`src/hdl/wct_defines.vh`:
```
// Register indices, field positions, reset values and timing counts
`ifndef WCT_DEFINES_VH
`define WCT_DEFINES_VH

// ----------------------------------------
// Register indices (byte address = 4 * index)
// ----------------------------------------
`define WCT_IDX_TH2     8'h1e
`define WCT_IDX_BL2     8'h1f
`define WCT_IDX_BH2     8'h20
`define WCT_IDX_TH3     8'h21
`define WCT_IDX_BL3     8'h22
`define WCT_IDX_BH3     8'h23
`define WCT_IDX_SAT     8'h24
`define WCT_IDX_LOT     8'h25
`define WCT_IDX_SRC     8'h26
`define WCT_IDX_TOS     8'h27
`define WCT_IDX_STAT    8'h30
`define WCT_IDX_MASK    8'h31
`define WCT_IDX_CTRL    8'h32

// ----------------------------------------
// Reset values
// ----------------------------------------
`define WCT_RST_TH      8'h00
`define WCT_RST_BL      8'hff
`define WCT_RST_BH      8'h00
`define WCT_RST_SAT     8'h10
`define WCT_RST_LOT     8'h00
`define WCT_RST_SRC     8'h87
`define WCT_RST_TOS     8'hff
`define WCT_RST_STAT    5'h00
`define WCT_RST_MASK    5'h00
`define WCT_RST_CTRL    3'h0

// ----------------------------------------
// Field positions
// ----------------------------------------
`define WCT_PS_HI       7
`define WCT_PS_LO       5
`define WCT_CNT_HI      4
`define WCT_CNT_LO      0
`define WCT_CTRL_FB     2

// ----------------------------------------
// Base timing counts in mclk periods, prescaler shift base and observation unit limit
// ----------------------------------------
`define WCT_OBS_CYC     64
`define WCT_SYNC_CYC    32768
`define WCT_PS_BASE     4'h2
`define WCT_OBS_MAX     6'h20

`endif

```
`src/hdl/wct_top.v`:
```
// Wake-up criteria and self-polling timeout register bank with APB slave
`timescale 1ns/1ps
`include "wct_defines.vh"

module wct_top #(
    parameter OBS_CYC  = `WCT_OBS_CYC,
    parameter SYNC_CYC = `WCT_SYNC_CYC
) (
    input  wire        mclk,
    input  wire        rst,
    input  wire        psel,
    input  wire        penable,
    input  wire        pwrite,
    input  wire [9:0]  paddr,
    input  wire [31:0] pwdata,
    output reg  [31:0] prdata,
    output reg         pready,
    output reg         pslverr,
    input  wire [7:0]  rssi_level,
    input  wire        chan_sel,
    input  wire        sig_rec,
    input  wire        t16_strobe,
    input  wire [7:0]  peak_in,
    input  wire        obs_start,
    input  wire        search_start,
    input  wire        sync_found,
    input  wire        cycle_start,
    input  wire        rmsp_active,
    output reg         wake_up,
    output reg         fallback_event,
    output reg  [7:0]  peak_sat,
    output reg         obs_done,
    output reg         search_expired,
    output reg         return_self_poll,
    output reg         irq
);

// ----------------------------------------
// Register storage
// ----------------------------------------
reg  [7:0] th_reg [0:1];
reg  [7:0] bl_reg [0:1];
reg  [7:0] bh_reg [0:1];
reg  [7:0] sat_reg;
reg  [7:0] lot_reg;
reg  [7:0] src_reg;
reg  [7:0] tos_reg;
reg  [4:0] stat_reg;
reg  [4:0] mask_reg;
reg  [2:0] ctrl_reg;

wire [7:0] idx     = paddr[9:2];
wire       acc     = psel & penable;
wire       wr_en   = acc & pready & pwrite & ~pslverr;
wire [7:0] wdat    = pwdata[7:0];
reg        hit_map;
reg  [7:0] rd_val;

// ----------------------------------------
// APB decode and read mux
// ----------------------------------------
always @*
begin
    hit_map = 1'b1;
    rd_val  = 8'h00;
    case (idx)
        `WCT_IDX_TH2:  rd_val = th_reg[0];
        `WCT_IDX_BL2:  rd_val = bl_reg[0];
        `WCT_IDX_BH2:  rd_val = bh_reg[0];
        `WCT_IDX_TH3:  rd_val = th_reg[1];
        `WCT_IDX_BL3:  rd_val = bl_reg[1];
        `WCT_IDX_BH3:  rd_val = bh_reg[1];
        `WCT_IDX_SAT:  rd_val = sat_reg;
        `WCT_IDX_LOT:  rd_val = lot_reg;
        `WCT_IDX_SRC:  rd_val = src_reg;
        `WCT_IDX_TOS:  rd_val = tos_reg;
        `WCT_IDX_STAT: rd_val = {3'h0, stat_reg};
        `WCT_IDX_MASK: rd_val = {3'h0, mask_reg};
        `WCT_IDX_CTRL: rd_val = {5'h0, ctrl_reg};
        default:       hit_map = 1'b0;
    endcase
    if (paddr[1:0] != 2'b00)
        hit_map = 1'b0;
end

// One wait state: the answer is prepared while pready is low
always @(posedge mclk)
begin
    if (rst)
    begin
        pready  <= 1'b0;
        pslverr <= 1'b0;
        prdata  <= 32'h0000_0000;
    end
    else if (acc & ~pready)
    begin
        pready  <= 1'b1;
        pslverr <= ~hit_map;
        prdata  <= (hit_map & ~pwrite) ? {24'h0000_00, rd_val} : 32'h0000_0000;
    end
    else
    begin
        pready  <= 1'b0;
        pslverr <= 1'b0;
    end
end

// ----------------------------------------
// Per-channel settings and RSSI compare
// ----------------------------------------
wire [1:0] rssi_hit;

genvar c;
generate
    for (c = 0; c < 2; c = c + 1)
    begin : g_chan
        wire [7:0] i_th = c ? `WCT_IDX_TH3 : `WCT_IDX_TH2;
        wire [7:0] i_bl = c ? `WCT_IDX_BL3 : `WCT_IDX_BL2;
        wire [7:0] i_bh = c ? `WCT_IDX_BH3 : `WCT_IDX_BH2;

        always @(posedge mclk)
        begin
            if (rst)
                th_reg[c] <= `WCT_RST_TH;
            else if (wr_en && idx == i_th)
                th_reg[c] <= wdat;
        end

        always @(posedge mclk)
        begin
            if (rst)
                bl_reg[c] <= `WCT_RST_BL;
            else if (wr_en && idx == i_bl)
                bl_reg[c] <= wdat;
        end

        always @(posedge mclk)
        begin
            if (rst)
                bh_reg[c] <= `WCT_RST_BH;
            else if (wr_en && idx == i_bh)
                bh_reg[c] <= wdat;
        end

        assign rssi_hit[c] = (rssi_level > th_reg[c]) &&
                             (rssi_level <= bl_reg[c]) &&
                             (rssi_level >= bh_reg[c]);
    end
endgenerate

// ----------------------------------------
// Shared settings, mask and control
// ----------------------------------------
always @(posedge mclk)
begin
    if (rst)
    begin
        sat_reg  <= `WCT_RST_SAT;
        lot_reg  <= `WCT_RST_LOT;
        src_reg  <= `WCT_RST_SRC;
        tos_reg  <= `WCT_RST_TOS;
        mask_reg <= `WCT_RST_MASK;
        ctrl_reg <= `WCT_RST_CTRL;
    end
    else if (wr_en)
    begin
        if (idx == `WCT_IDX_SAT)
            sat_reg <= wdat;
        if (idx == `WCT_IDX_LOT)
            lot_reg <= wdat;
        if (idx == `WCT_IDX_SRC)
            src_reg <= wdat;
        if (idx == `WCT_IDX_TOS)
            tos_reg <= wdat;
        if (idx == `WCT_IDX_MASK)
            mask_reg <= wdat[4:0];
        if (idx == `WCT_IDX_CTRL)
            ctrl_reg <= wdat[2:0];
    end
end

// ----------------------------------------
// Wake-up criterion evaluation
// ----------------------------------------
wire       crit_sr = ctrl_reg[chan_sel];
wire [7:0] bh_act  = bh_reg[chan_sel];
wire [7:0] sr_tgt  = (bh_act == 8'h00) ? 8'h01 : bh_act;
reg        hit_prev_reg;
reg  [7:0] sr_cnt_reg;
wire       sr_last = ({1'b0, sr_cnt_reg} + 9'h001) == {1'b0, sr_tgt};
wire       ev_rssi = ~crit_sr & rssi_hit[chan_sel] & ~hit_prev_reg;
wire       ev_sr   = crit_sr & t16_strobe & sig_rec & sr_last;
wire       ev      = ev_rssi | ev_sr;

always @(posedge mclk)
begin
    if (rst)
    begin
        hit_prev_reg <= 1'b0;
        sr_cnt_reg   <= 8'h00;
    end
    else
    begin
        hit_prev_reg <= rssi_hit[chan_sel];
        // any low sample restarts the run
        if (t16_strobe)
        begin
            if (!sig_rec)
                sr_cnt_reg <= 8'h00;
            else if (sr_cnt_reg != 8'hff)
                sr_cnt_reg <= sr_cnt_reg + 8'h01;
        end
    end
end

// ----------------------------------------
// Level observation window
// ----------------------------------------
wire [2:0]  obs_ps   = lot_reg[`WCT_PS_HI:`WCT_PS_LO];
wire [4:0]  obs_n    = lot_reg[`WCT_CNT_HI:`WCT_CNT_LO];
wire [31:0] pre_len  = OBS_CYC << ({1'b0, obs_ps} + `WCT_PS_BASE);
wire [23:0] pre_last = pre_len[23:0] - 24'h00_0001;
wire [5:0]  obs_tgt  = (obs_n == 5'h00) ? `WCT_OBS_MAX : {1'b0, obs_n};
reg         obs_run_reg;
reg  [23:0] obs_pre_reg;
reg  [5:0]  obs_unit_reg;
wire        obs_tick = obs_run_reg && (obs_pre_reg == pre_last);
wire        obs_end  = obs_tick && (obs_unit_reg + 6'h01 == obs_tgt);

// count x factor x base cycles
always @(posedge mclk)
begin
    if (rst)
    begin
        obs_run_reg  <= 1'b0;
        obs_pre_reg  <= 24'h00_0000;
        obs_unit_reg <= 6'h00;
    end
    else if (obs_start)
    begin
        obs_run_reg  <= 1'b1;
        obs_pre_reg  <= 24'h00_0000;
        obs_unit_reg <= 6'h00;
    end
    else if (obs_run_reg)
    begin
        if (obs_end)
            obs_run_reg <= 1'b0;
        if (obs_tick)
        begin
            obs_pre_reg  <= 24'h00_0000;
            obs_unit_reg <= obs_unit_reg + 6'h01;
        end
        else
            obs_pre_reg <= obs_pre_reg + 24'h00_0001;
    end
end

// ----------------------------------------
// Synchronization search timeout
// ----------------------------------------
reg        src_run_reg;
reg  [7:0] src_cnt_reg;
wire       src_end  = src_run_reg & t16_strobe &
                      (src_cnt_reg + 8'h01 == src_reg);
// zero means no search time at all
wire       src_zero = search_start & (src_reg == 8'h00);

always @(posedge mclk)
begin
    if (rst)
    begin
        src_run_reg <= 1'b0;
        src_cnt_reg <= 8'h00;
    end
    else if (search_start)
    begin
        src_run_reg <= (src_reg != 8'h00);
        src_cnt_reg <= 8'h00;
    end
    else if (sync_found | src_end)
        src_run_reg <= 1'b0;
    else if (src_run_reg & t16_strobe)
        src_cnt_reg <= src_cnt_reg + 8'h01;
end

// ----------------------------------------
// Symbol synchronization loss timeout
// ----------------------------------------
localparam [23:0] SYNC_LAST = SYNC_CYC - 1;
reg        tos_run_reg;
reg  [23:0] tos_pre_reg;
reg  [7:0] tos_unit_reg;
wire       tos_tick = tos_run_reg && (tos_pre_reg == SYNC_LAST);
wire       tos_end  = tos_tick && (tos_unit_reg + 8'h01 == tos_reg);

always @(posedge mclk)
begin
    if (rst)
    begin
        tos_run_reg  <= 1'b0;
        tos_pre_reg  <= 24'h00_0000;
        tos_unit_reg <= 8'h00;
    end
    else if (cycle_start & rmsp_active)
    begin
        tos_run_reg  <= (tos_reg != 8'h00);
        tos_pre_reg  <= 24'h00_0000;
        tos_unit_reg <= 8'h00;
    end
    // sync found or mode left stops it
    else if (~rmsp_active | sync_found | tos_end)
        tos_run_reg <= 1'b0;
    // value x 64 x 512 cycles
    else if (tos_tick)
    begin
        tos_pre_reg  <= 24'h00_0000;
        tos_unit_reg <= tos_unit_reg + 8'h01;
    end
    else if (tos_run_reg)
        tos_pre_reg <= tos_pre_reg + 24'h00_0001;
end

// ----------------------------------------
// Event outputs and peak saturation
// ----------------------------------------
always @(posedge mclk)
begin
    if (rst)
    begin
        wake_up          <= 1'b0;
        fallback_event   <= 1'b0;
        obs_done         <= 1'b0;
        search_expired   <= 1'b0;
        return_self_poll <= 1'b0;
        peak_sat         <= 8'h00;
    end
    else
    begin
        wake_up          <= ev & ~ctrl_reg[`WCT_CTRL_FB];
        fallback_event   <= ev & ctrl_reg[`WCT_CTRL_FB];
        obs_done         <= obs_end;
        search_expired   <= src_end | src_zero;
        return_self_poll <= tos_end & rmsp_active;
        peak_sat         <= (peak_in > sat_reg) ? sat_reg : peak_in;
    end
end

// ----------------------------------------
// Interrupt status and output
// ----------------------------------------
wire [4:0] ev_vec  = {return_self_poll, search_expired, obs_done,
                      fallback_event, wake_up};
wire [4:0] clr_vec = (wr_en && idx == `WCT_IDX_STAT) ? wdat[4:0] : 5'h00;
// A new event beats a same-cycle write-one-to-clear
wire [4:0] stat_next = (stat_reg & ~clr_vec) | ev_vec;

always @(posedge mclk)
begin
    if (rst)
    begin
        stat_reg <= `WCT_RST_STAT;
        irq      <= 1'b0;
    end
    else
    begin
        stat_reg <= stat_next;
        irq      <= |(stat_next & mask_reg);
    end
end

endmodule // wct_top

```
`config.mk`:
```
export PLATFORM = sky130hd
export DESIGN_NAME = wct_top
export DESIGN_NICKNAME = d
export VERILOG_FILES = /design/src/hdl/wct_top.v
export VERILOG_INCLUDE_DIRS = /design/src /design/src/hdl
export SDC_FILE = /design/constraint.sdc
export NUM_CORES = 1
export LEC_CHECK = 0
export BUFFER_PORTS_ARGS = -buffer_cell sky130_fd_sc_hd__clkbuf_2
export CELL_PAD_IN_SITES_DETAIL_PLACEMENT = 2
export CELL_PAD_IN_SITES_GLOBAL_PLACEMENT = 2
export CORE_MARGIN = 2
export CORE_UTILIZATION = 33
export DETAILED_ROUTE_END_ITERATION = 7
export PLACE_DENSITY_LB_ADDON = 0.1
export SLEW_MARGIN = 0
export SYNTH_ARGS = -nofsm -noshare
export SYNTH_HDL_FRONTEND = slang
export SYNTH_SLANG_ARGS = --single-unit
```
`constraint.sdc`:
```
create_clock -name mclk -period 2.6 [get_ports mclk]
set_input_delay 0.13 -clock mclk [delete_from_list [all_inputs] [get_ports mclk]]
set_output_delay 0.13 -clock mclk [all_outputs]
set_load 0.03 [all_outputs]
```
**Word level (Yosys, flattened, before mapping)**

Memories as Yosys holds them, arrays and structs flattened.
Cells that the tools add are included.

- Register bits: 175
- Output and inout port bits: 48
- Bits in writable memories: 48
- Logic and storage cells: 206
- Memories kept: 3

Memory list:

| name | words | width | rd ports | clocked after Yosys merged registers in | wr ports | RTL line | RTL |
|---|---|---|---|---|---|---|---|
| bh_reg | 2 | 8 | 3 | 0 | 2 | wct_top.v:43 | `reg [7:0] bh_reg [0:1];` |
| bl_reg | 2 | 8 | 2 | 0 | 2 | wct_top.v:42 | `reg [7:0] bl_reg [0:1];` |
| th_reg | 2 | 8 | 2 | 0 | 2 | wct_top.v:41 | `reg [7:0] th_reg [0:1];` |

- Add/subtract/negate cells: 9
- Multiplexer cells: 51
- Bitwise operators: 44
- Equal/unequal tests: 21
- Shifts and indexed selects: 1
- Order comparisons: 9
- Reductions and logical operators: 41

Operators with widths:

| cell | count |
|---|---|
| 8-bit one-hot mux with 13 select lines | 1 |
| 8-bit by 6-bit == test with 1-bit output (second input constant) | 11 |
| 8-bit 2-to-1 mux | 11 |
| 24-bit 2-to-1 mux | 3 |
| 24-bit by 1-bit adder with 24-bit output (second input constant) | 2 |
| 1-bit 2-to-1 mux | 34 |
| 8-bit by 1-bit adder with 8-bit output (second input constant) | 3 |
| 24-bit by 15-bit == test with 1-bit output (second input constant) | 1 |
| 24-bit == test | 1 |
| 8-bit > comparator | 3 |
| 7-bit by 4-bit << shifter with 24-bit output (first input constant) | 1 |
| 24-bit by 1-bit subtractor with 24-bit output (second input constant) | 1 |
| 2-bit AND reduction | 11 |
| 1-bit AND | 18 |
| 8-bit by 5-bit == test with 1-bit output (second input constant) | 2 |
| 8-bit == test | 2 |
| 8-bit >= comparator | 2 |
| 8-bit less-or-equal comparator | 2 |
| 8-bit logical NOT | 2 |
| 8-bit nonzero test | 2 |
| 1-bit logical AND | 15 |
| 13-bit OR reduction | 1 |
| 1-bit NOT | 11 |
| 1-bit OR | 11 |
| 18 further kinds | 25 |

**Depth between registers and ports, before layout**

Gate-level depths: netlist of the first run.

- Depth in word-level cells: 11
- Mapped depth: 10
- Mapped depth without buffers: 9

**Least setup slack after synthesis of the first run**

No wires, ideal clock.

- Path type: flip-flop to flip-flop
- Start: reg tos_unit_reg[0]
- End: reg tos_pre_reg[1]
- Data arrival time: 2.445 ns
- Clock period less this slack: 2.562 ns
- Setup slack: 0.038 ns
- Stages on the path, launching flop included: 10
- Path buffers: 1
- Data required time: 2.483 ns
- Cells stage by stage: dfxtp_1 ha_1 nand3_1 or3_1 a2111oi_2 nand4_2 buf_2 nand2_1 mux2i_1 nor2_1

- Longest elaborated chain between the ends: 6

RTL lines:

| what | RTL line | RTL |
|---|---|---|
| from (decl) | wct_top.v:293 | `reg [7:0] tos_unit_reg;` |
| from (signal assigned) | wct_top.v:318 | `tos_unit_reg <= tos_unit_reg + 8'h01;` |
| 8-bit by 1-bit adder with 8-bit output | wct_top.v:295 | `wire tos_end = tos_tick && (tos_unit_reg + 8'h01 == tos_reg);` |
| 8-bit == test | wct_top.v:295 |  |
| 1-bit logical AND | wct_top.v:295 |  |
| 1-bit OR | wct_top.v:312 | `else if (~rmsp_active \| sync_found \| tos_end)` |
| 1-bit NOT (no source line) | n/a |  |
| 2-bit AND reduction (no source line) | n/a |  |
| to (signal assigned) | wct_top.v:321 | `tos_pre_reg <= tos_pre_reg + 24'h00_0001;` |
| to (decl) | wct_top.v:292 | `reg [23:0] tos_pre_reg;` |

No other way between the ends.
A chain may end at the register's enable or synchronous reset.

**Worst setup path in the final report of the first run**

- Start: reg lot_reg[6]
- End: reg obs_unit_reg[3]

- Longest elaborated chain between the ends: 6

RTL lines:

| what | RTL line | RTL |
|---|---|---|
| from (decl) | wct_top.v:45 | `reg [7:0] lot_reg;` |
| from (signal assigned) | wct_top.v:159 | `` lot_reg <= `WCT_RST_LOT; `` |
| from (signal assigned) | wct_top.v:170 | `lot_reg <= wdat;` |
| 3-bit by 2-bit adder with 4-bit output (no source line) | n/a |  |
| 7-bit by 4-bit << shifter with 24-bit output | wct_top.v:221 | `` wire [31:0] pre_len = OBS_CYC << ({1'b0, obs_ps} + `WCT_PS_BASE); `` |
| 24-bit by 1-bit subtractor with 24-bit output | wct_top.v:222 | `wire [23:0] pre_last = pre_len[23:0] - 24'h00_0001;` |
| 24-bit == test | wct_top.v:227 | `wire obs_tick = obs_run_reg && (obs_pre_reg == pre_last);` |
| 1-bit logical AND | wct_top.v:227 |  |
| 2-bit AND reduction (no source line) | n/a |  |
| to (signal assigned) | wct_top.v:252 | `obs_unit_reg <= obs_unit_reg + 6'h01;` |
| to (decl) | wct_top.v:226 | `reg [5:0] obs_unit_reg;` |

No other way between the ends.

==> results.tsv, run 1 <==
stage	metric	value	unit
sta	max-slew violation count	0	
finish	Final Core Density	39.2	%
sta	worst-margin pin slew	0.957	ns
global_routing	gr usage total	22.8	%
drt	WL/cell	21.0	µm
clock_tree	clock latency on the worst-skew pair	0.46	ns
finish	share of layout cells above drive strength 1	16.1	%
logic_synthesis	most used flip-flop cell after synthesis	dfxtp_1	
finish	# nets final	1629	
place	Placed Instances	1917	
logic_synthesis	Post-synth EDFFs	48	
setup_path	slowest cell on the critical path	a2111oi_4	
sta	final setup fails	0	
setup_path	CP max stage delay	0.51	ns
clock_tree	TritonCTS Sinks	199	
global_routing	total grt overflow	0	
logic_synthesis	Post-Syn Instances	1362	
floorplanning	Die ar.	37200	µm²
finish	antenna cells	0	
logic_synthesis	#FFs+latches synth	199	
floorplanning	Die X	193	µm
drt	met2 wire len	20400	µm
setup_path	critical path launch point type	register	
finish	fin area	13900	µm²
sta	Final Skew	0.0106	ns
run	MaxCap Viol Count	0	
floorplanning	Core Area	35400	µm²
global_routing	initial antenna violation count	0	
drt	metal3 WL	949	µm
drt	Max Used Layer	met4	
drt	drt initial violations	460	
drt	vias	10376	
place	number of buffers added on ports	70	
floorplanning	Initial Util	33.3	%
clock_tree	CTS buffer count	17	
global_routing	number of global-route vias before repair	11174	
floorplanning	Core Rows	69	
sta	Hold Fails Final Rpt	0	
finish	Synth-to-Final Area Change	17.8	%
setup_path	crit path kind	reg2reg	
floorplanning	Boundary Pins	119	
place	cell area after placement	13100	µm²
power	Static Leak	0.00555	µW
drt	first drt pass iteration count	5	
min_path	Hold WC Path Type	in2reg	
setup_path	worst-path cell chain	buf_6 > or2_4 > nor3b_2 > or3b_4 > a2111oi_4 > nand3_4 > or3_1 > a21oi_1	
finish	fin cells	1968	
logic_synthesis	sequential share of the synthesized area	37.9	%
drt	DRC	0	
setup_path	Worst Path Buf+Inv	1	
sta	Slew HR	36.2	%
drt	Vias/cell	5.27	
run_status	status	finished clean	
power	PwrDens	472	nW/µm²
place	DP HPWL	31300	µm
place	routability-driven placement congestion ratio	0.826	
clock_tree	clock root cell	clkbuf_16	
sta	fmax	0.395	GHz
finish	Fill cells	4013	
finish	most frequent cells in the layout	dfxtp_1 (150), nand2_1 (130), nor2_1 (123)	
drt	wl on met1	19000	µm
power	Pwr Total	6560	µW
logic_synthesis	Synth Cell Area	11800	µm²
drt	antenna-violating nets left	0	
clock_tree	clk buf depth	2	
logic_synthesis	synth unique cells	78	
setup_path	critical path required time	2.98	ns
setup_path	crit-path max FO	10	
finish	commonest non-fill, non-tap cell in the layout	dfxtp_1	
sta	unrepaired setup endpoints after global routing	yes	
sta	minimum clock period	2.53	ns
global_routing	largest net degree at the start of global routing	98	
floorplanning	Die Ht	193	µm
setup_path	Critical Path Sink Type	register	
clock_tree	CTS tree	built	
logic_synthesis	Synth Warn #	0	
drt	Post-Route WL	41400	µm
logic_synthesis	Mapped Avg Cell Area	8.65	µm²
finish	flip-flop and latch area	4470	µm²
logic_synthesis	Synth async-reset ratio	0	%
setup_path	kind of cell adding the most delay to the critical path	simple AND/OR/NAND/NOR gates	
finish	area of the multi-input gates	6830	µm²
setup_path	WP data arrival	2.91	ns
sta	hold_ws	0.0654	ns
clock_tree	clk slew on worst S/H paths	0.08	ns
sta	crit share post-route	97.4	%
power	VDD IR max	0.000385	V
clock_tree	H-tree levels	4	
global_routing	first-pass GRT wire length	64700	µm
stage by stage:
stage | setup TNS (ns) | worst slack, ns
2_1_floorplan | 0 | 0.0378
3_3_place_gp | 0 | 0.0338
3_5_place_dp | -0.0733 | -0.0326
4_1_cts | 0 | 0.000430
5_1_grt | -0.128 | -0.0652
6_report | 0 | 0.0671
power breakdown:
part	leakage, µW	switching, µW	internal, µW
logic	0.00360	438	233
clock network	0.000279	1350	1320
registers	0.00167	25.1	3190
kinds of logic (layout without fill, tap and decap cells):
kind of cell,after synthesis,after routing,share of synthesized area (%)
compound gates,217,217,12.0
simple gates,587,588,25.7
flops,199,199,37.9
fa+ha+maj,64,64,6.79
buf+inv,144,265,5.57
other cells,1,24,0.0318
mux,52,52,4.72
xor+xnor,98,98,7.28
worst min-delay path: cells and delay by family:
kind | cells | cell delay (ns)
buf+inv | 1 | 0.09
compound gates | 1 | 0.10
simple gates | 2 | 0.14
area by class of cell:
type / instances / share of cell area [%]
repair buffers: 175 / 8.86
clock inverters: 12 / 0.766
flip-flops and latches: 199 / 32.2
multi-input cells: 1043 / 49.2
clock buffers: 20 / 3.30
well taps: 461 / 4.15
inverters: 58 / 1.57
path summary, 6_finish.rpt:
check | depth (start not counted) | from | slack, ns | end
min reg2reg | 2 | prdata[4] | 0.46 | prdata[4]
min | 4 | pwdata[0] | 0.07 | stat_reg[0]
max | 8 | lot_reg[6] | 0.07 | obs_unit_reg[3]
max reg2reg | 8 | lot_reg[6] | 0.07 | obs_unit_reg[3]
cells in the mapped netlist (6+ instances only):
library cell / number / area share (%)
nor4_1: 16 / 0.85
buf_4: 24 / 1.5
nor3_1: 24 / 1.0
xnor2_1: 47 / 3.5
a21o_1: 12 / 0.76
o21ai_0: 45 / 1.9
a22oi_1: 14 / 0.89
nor2_1: 123 / 3.9
and3_1: 18 / 0.96
mux2i_1: 41 / 3.5
nand2_1: 131 / 4.2
ha_1: 64 / 6.8
mux2_2: 9 / 0.86
nand3_1: 61 / 2.6
edfxtp_1: 48 / 12
nand4_1: 33 / 1.8
or3_1: 24 / 1.3
clkbuf_1: 48 / 1.5
inv_1: 58 / 1.8
a21oi_1: 75 / 3.2
and2_1: 40 / 2.1
nand3b_1: 18 / 1.1
xor2_1: 51 / 3.8
o22ai_1: 6 / 0.32
nor2b_1: 16 / 0.85
or4_1: 7 / 0.45
or2_2: 18 / 0.96
buf_2: 8 / 0.34
nand2b_1: 34 / 1.8
dfxtp_1: 151 / 26
timing repair:
item / CTS / global route
setup buffers: 1 / 3
endpoints found under the hold margin: 20 / 0
gates resized for setup: 1 / 14
gates cloned: 0 / 1
hold buffers: 14 / 0
endpoints found under the setup margin: 17 / 61
pin swaps: 2 / 4
per-layer routing:
layer | up-vias | track usage (%)
met5 | - | 0
met1 | 5179 | 29.6
met3 | 42 | 2.43
met4 | 0 | 6.82
li1 | 5014 | -
met2 | 141 | 39.9
No activity file was read; power rests on OpenSTA's default activity.
==> inputs of run 2 (changes only) <==
ABC_AREA = 1   (was default)
CORE_UTILIZATION = 30   (was 33)
==> run 2 against run 1 <==
  * Hold slack got worse by 0.040 ns
  * Sequential share of layout area fell by 0.67 points
  * Sequential power barely moved
  * Final cell count rose by 27%
  * Via count rose by 19%
  * Largest cell class unchanged
==> results.tsv, run 2 <==
stage	metric	value	unit	change
place	number of buffers added on ports	70		unchanged
sta	minimum clock period	2.26	ns	-0.274 ns
logic_synthesis	share of the synthesized area in the top cell type	24.4	%	-1.2 points
global_routing	total grt overflow	0		unchanged
power	Static Leak	0.00615	µW	+11%
drt	drt initial violations	506		+10%
place	DP HPWL	36300	µm	+16%
clock_tree	CTS tree	built		
finish	most frequent cells in the layout	nand2_1 (443), inv_1 (256), nor2_1 (254)		
floorplanning	Die X	207	µm	+7.4%
clock_tree	number of buffers added for setup after CTS	0		-1
clock_tree	CTS buffer count	17		unchanged
setup_path	crit path capture	tos_unit_reg[2]		
sta	setup TNS	0	ns	unchanged
place	routability-driven placement congestion ratio	0.877		+6.2%
setup_path	CP max stage delay	0.46	ns	-0.05 ns
run_status	status	finished clean		
sta	Slew HR	47.1	%	+11 points
global_routing	initial antenna violation count	1		+1
logic_synthesis	sequential share of the synthesized area	36.0	%	-1.8 points
drt	first drt pass iteration count	5		unchanged
logic_synthesis	largest cells by area after synthesis	dfxtp_1 (24%), nand2_1 (13%), edfxtp_1 (12%)		
setup_path	worst-path cell chain	ha_1 > nand3_1 > nor2_1 > nand3_1 > nand3_1 > nand2_1 > nor2_2 > nand3_4 > nand3_2 > nand2_1 > a21oi_1		
setup_path	crit path launch	tos_unit_reg[0]		
finish	fin cells	2490		+27%
logic_synthesis	synth unique cells	43		-45%
finish	Synth-to-Final Area Change	14.5	%	
drt	DRC	0		unchanged
global_routing	number of global-route vias before repair	13332		+19%
global_routing	largest net degree at the start of global routing	37		-62%
power	cell internal pwr	4850	µW	+2.3%
logic_synthesis	Synth Warn #	0		unchanged
sta	Hold Fails Final Rpt	0		unchanged
place	pre-CTS setup slack	0.150	ns	+0.183 ns
power	Net Sw Frac	26.0	%	-1.6 points
setup_path	Critical Path Sink Type	register		
finish	antenna cells	0		unchanged
floorplanning	Core Rows	74		+7.2%
floorplanning	Boundary Pins	119		unchanged
logic_synthesis	most used flip-flop cell after synthesis	dfxtp_1		
clock_tree	clk buf depth	2		unchanged
place	Placed Instances	2444		+27%
clock_tree	clock latency on the worst-skew pair	0.46	ns	about the same
drt	Vias/cell	4.97		-5.8%
floorplanning	Die Ht	207	µm	+7.4%
setup_path	slowest cell on the critical path	dfxtp_1		
sta	fmax	0.443	GHz	+12%
finish	commonest non-fill, non-tap cell in the layout	nand2_1		
floorplanning	Die ar.	42900	µm²	+15%
logic_synthesis	#FFs+latches synth	199		unchanged
place	cell area after placement	13400	µm²	+2.8%
setup_path	critical path launch point type	register		
power	Logic pwr share	9.4	%	-0.8 points
power	Clock power frac	41.4	%	+0.7 points
drt	vias	12372		+19%
setup_path	most frequent CP cell	nand3_1		
clock_tree	clk slew on worst S/H paths	0.07	ns	about the same
sta	unrepaired setup endpoints after global routing	no		
sta	worst-margin pin slew	0.792	ns	-0.165 ns
logic_synthesis	Post-synth EDFFs	48		unchanged
global_routing	first-pass GRT wire length	73100	µm	+13%
sta	final setup fails	0		unchanged
logic_synthesis	Mapped Avg Cell Area	6.73	µm²	-22%
min_path	Hold WC Path Type	in2reg		
logic_synthesis	largest area contributor in the netlist	dfxtp_1		
finish	fin area	14200	µm²	+2.1%
logic_synthesis	count leader, synth	nand2_1		
drt	antenna-violating nets left	0		unchanged
sta	Final Skew	0.0108	ns	+0.000201 ns
drt	WL/cell	18.3	µm	-13%
logic_synthesis	Post-Syn Instances	1840		+35%
sta	crit share post-route	86.9	%	-11 points
floorplanning	Core Area	40800	µm²	+15%
finish	share of layout cells above drive strength 1	8.84	%	-7.3 points
run	MaxCap Viol Count	0		unchanged
global_routing	gr usage total	21.5	%	-1.3 points
logic_synthesis	Commonest cells post-synth	nand2_1 (444), inv_1 (257), nor2_1 (255), dfxtp_1 (151), a21oi_1 (134)		
setup_path	critical path required time	2.98	ns	about the same
setup_path	crit-path max FO	14		+4
power	Switch Pwr	1710	µW	-5.6%
power	PwrDens	463	nW/µm²	-2.0%
sta	setup ws final	0.341	ns	+0.274 ns
setup_path	internal reg-to-reg setup slack	0.34	ns	+0.27 ns
setup_path	WP data arrival	2.64	ns	-0.27 ns
setup_path	crit path kind	reg2reg		
setup_path	Reg2Reg Capture Point	tos_unit_reg[2]		
floorplanning	Initial Util	30.3	%	-3.0 points
clock_tree	clock root cell	clkbuf_16		
logic_synthesis	Synth Cell Area	12400	µm²	+5.1%
power	Pwr Total	6560	µW	about the same
clock_tree	TritonCTS Sinks	199		unchanged
logic_synthesis	Synth async-reset ratio	0	%	unchanged
drt	Post-Route WL	45700	µm	+10%
setup_path	Reg2Reg Depth	11		+3
sta	max-slew violation count	0		unchanged
power	VDD IR max	0.000250	V	-35%
setup_path	Reg-to-Reg Start	tos_unit_reg[0]		
clock_tree	H-tree levels	4		unchanged
finish	# nets final	2080		+28%
power	sequential power share	49.1	%	about the same
## run 2: metal layers
layer | global-route usage [%] | vias up | wire length, µm
met1 | 25.7 | 6062 | 20200
met4 | 7.07 | 2 | 1180
met3 | 2.26 | 55 | 675
met2 | 40.0 | 107 | 23600
li1 | - | 6146 | -
met5 | 0 | - | 13
## run 2: worst max-delay path, delay by kind of cell, from the launching register on
family | cells | cell delay [ns]
AO/OA/AOI/OAI | 1 | 0.15
adder cells (fa/ha/maj) | 1 | 0.27
flip-flops | 1 | 0.46
AND/OR/NAND/NOR | 9 | 1.31
## run 2: layout make-up
cell class | instances | area, µm²
Clock buffer | 26 | 519
Clock inverter | 6 | 62.6
Fill cell | 4900 | 26700
Inverter | 262 | 985
Multi-Input combinational cell | 1341 | 6690
Sequential cell | 199 | 4470
Tap cell | 532 | 666
Timing Repair Buffer | 124 | 788
## run 2: kinds of logic (layout without fill, tap and decap cells)
group | Yosys count | after routing | share of synthesized area [%]
xor gates and xnor gates | 35 | 35 | 2.47
AOI/OAI and AO/OA | 278 | 278 | 11.7
and+or+nand+nor | 939 | 940 | 32.4
DFF | 199 | 199 | 36.0
other | 1 | 24 | 0.0303
buffers and inverters | 324 | 418 | 10.9
adders and majority gates | 64 | 64 | 6.46
## run 2: timing repair
action,CTS,global route
endpoints found under the hold margin,13,0
setup endpoints to repair,0,30
hold buffers,13,0
gates resized for setup,0,6
## run 2: worst min path at each step
stage                       from     endpoint  slack, ns  depth (start not counted)
finish                 pwdata[4]   tos_reg[4]       0.03                          3
global route           pwdata[4]   tos_reg[4]       0.04                          3
CTS                    pwdata[4]   tos_reg[4]      0.002                          3
detailed placement     obs_start  obs_run_reg       0.38                          3
global placement       obs_start  obs_run_reg       0.37                          3
floorplan           search_start  src_run_reg       0.25                          2
## run 2: power groups by stage
stage          combinational [µW]  clock [µW]  sequential [µW]
6_report                      619        2720             3220
5_1_grt                       696        2910             3230
4_1_cts                       626        2820             3220
3_5_place_dp                  608           0             3300
3_3_place_gp                  582           0             3300
2_1_floorplan                 365           0             3300
## run 2: through the flow
stage / utilization [%] / hold slack (ns)
2_1_floorplan: - / 0.248
4_1_cts: 34.7 / 0.00189
6_report: 34.7 / 0.0253
5_1_grt: 34.7 / 0.0425
3_5_place_dp: 32.9 / 0.377
3_3_place_gp: 32.9 / 0.373
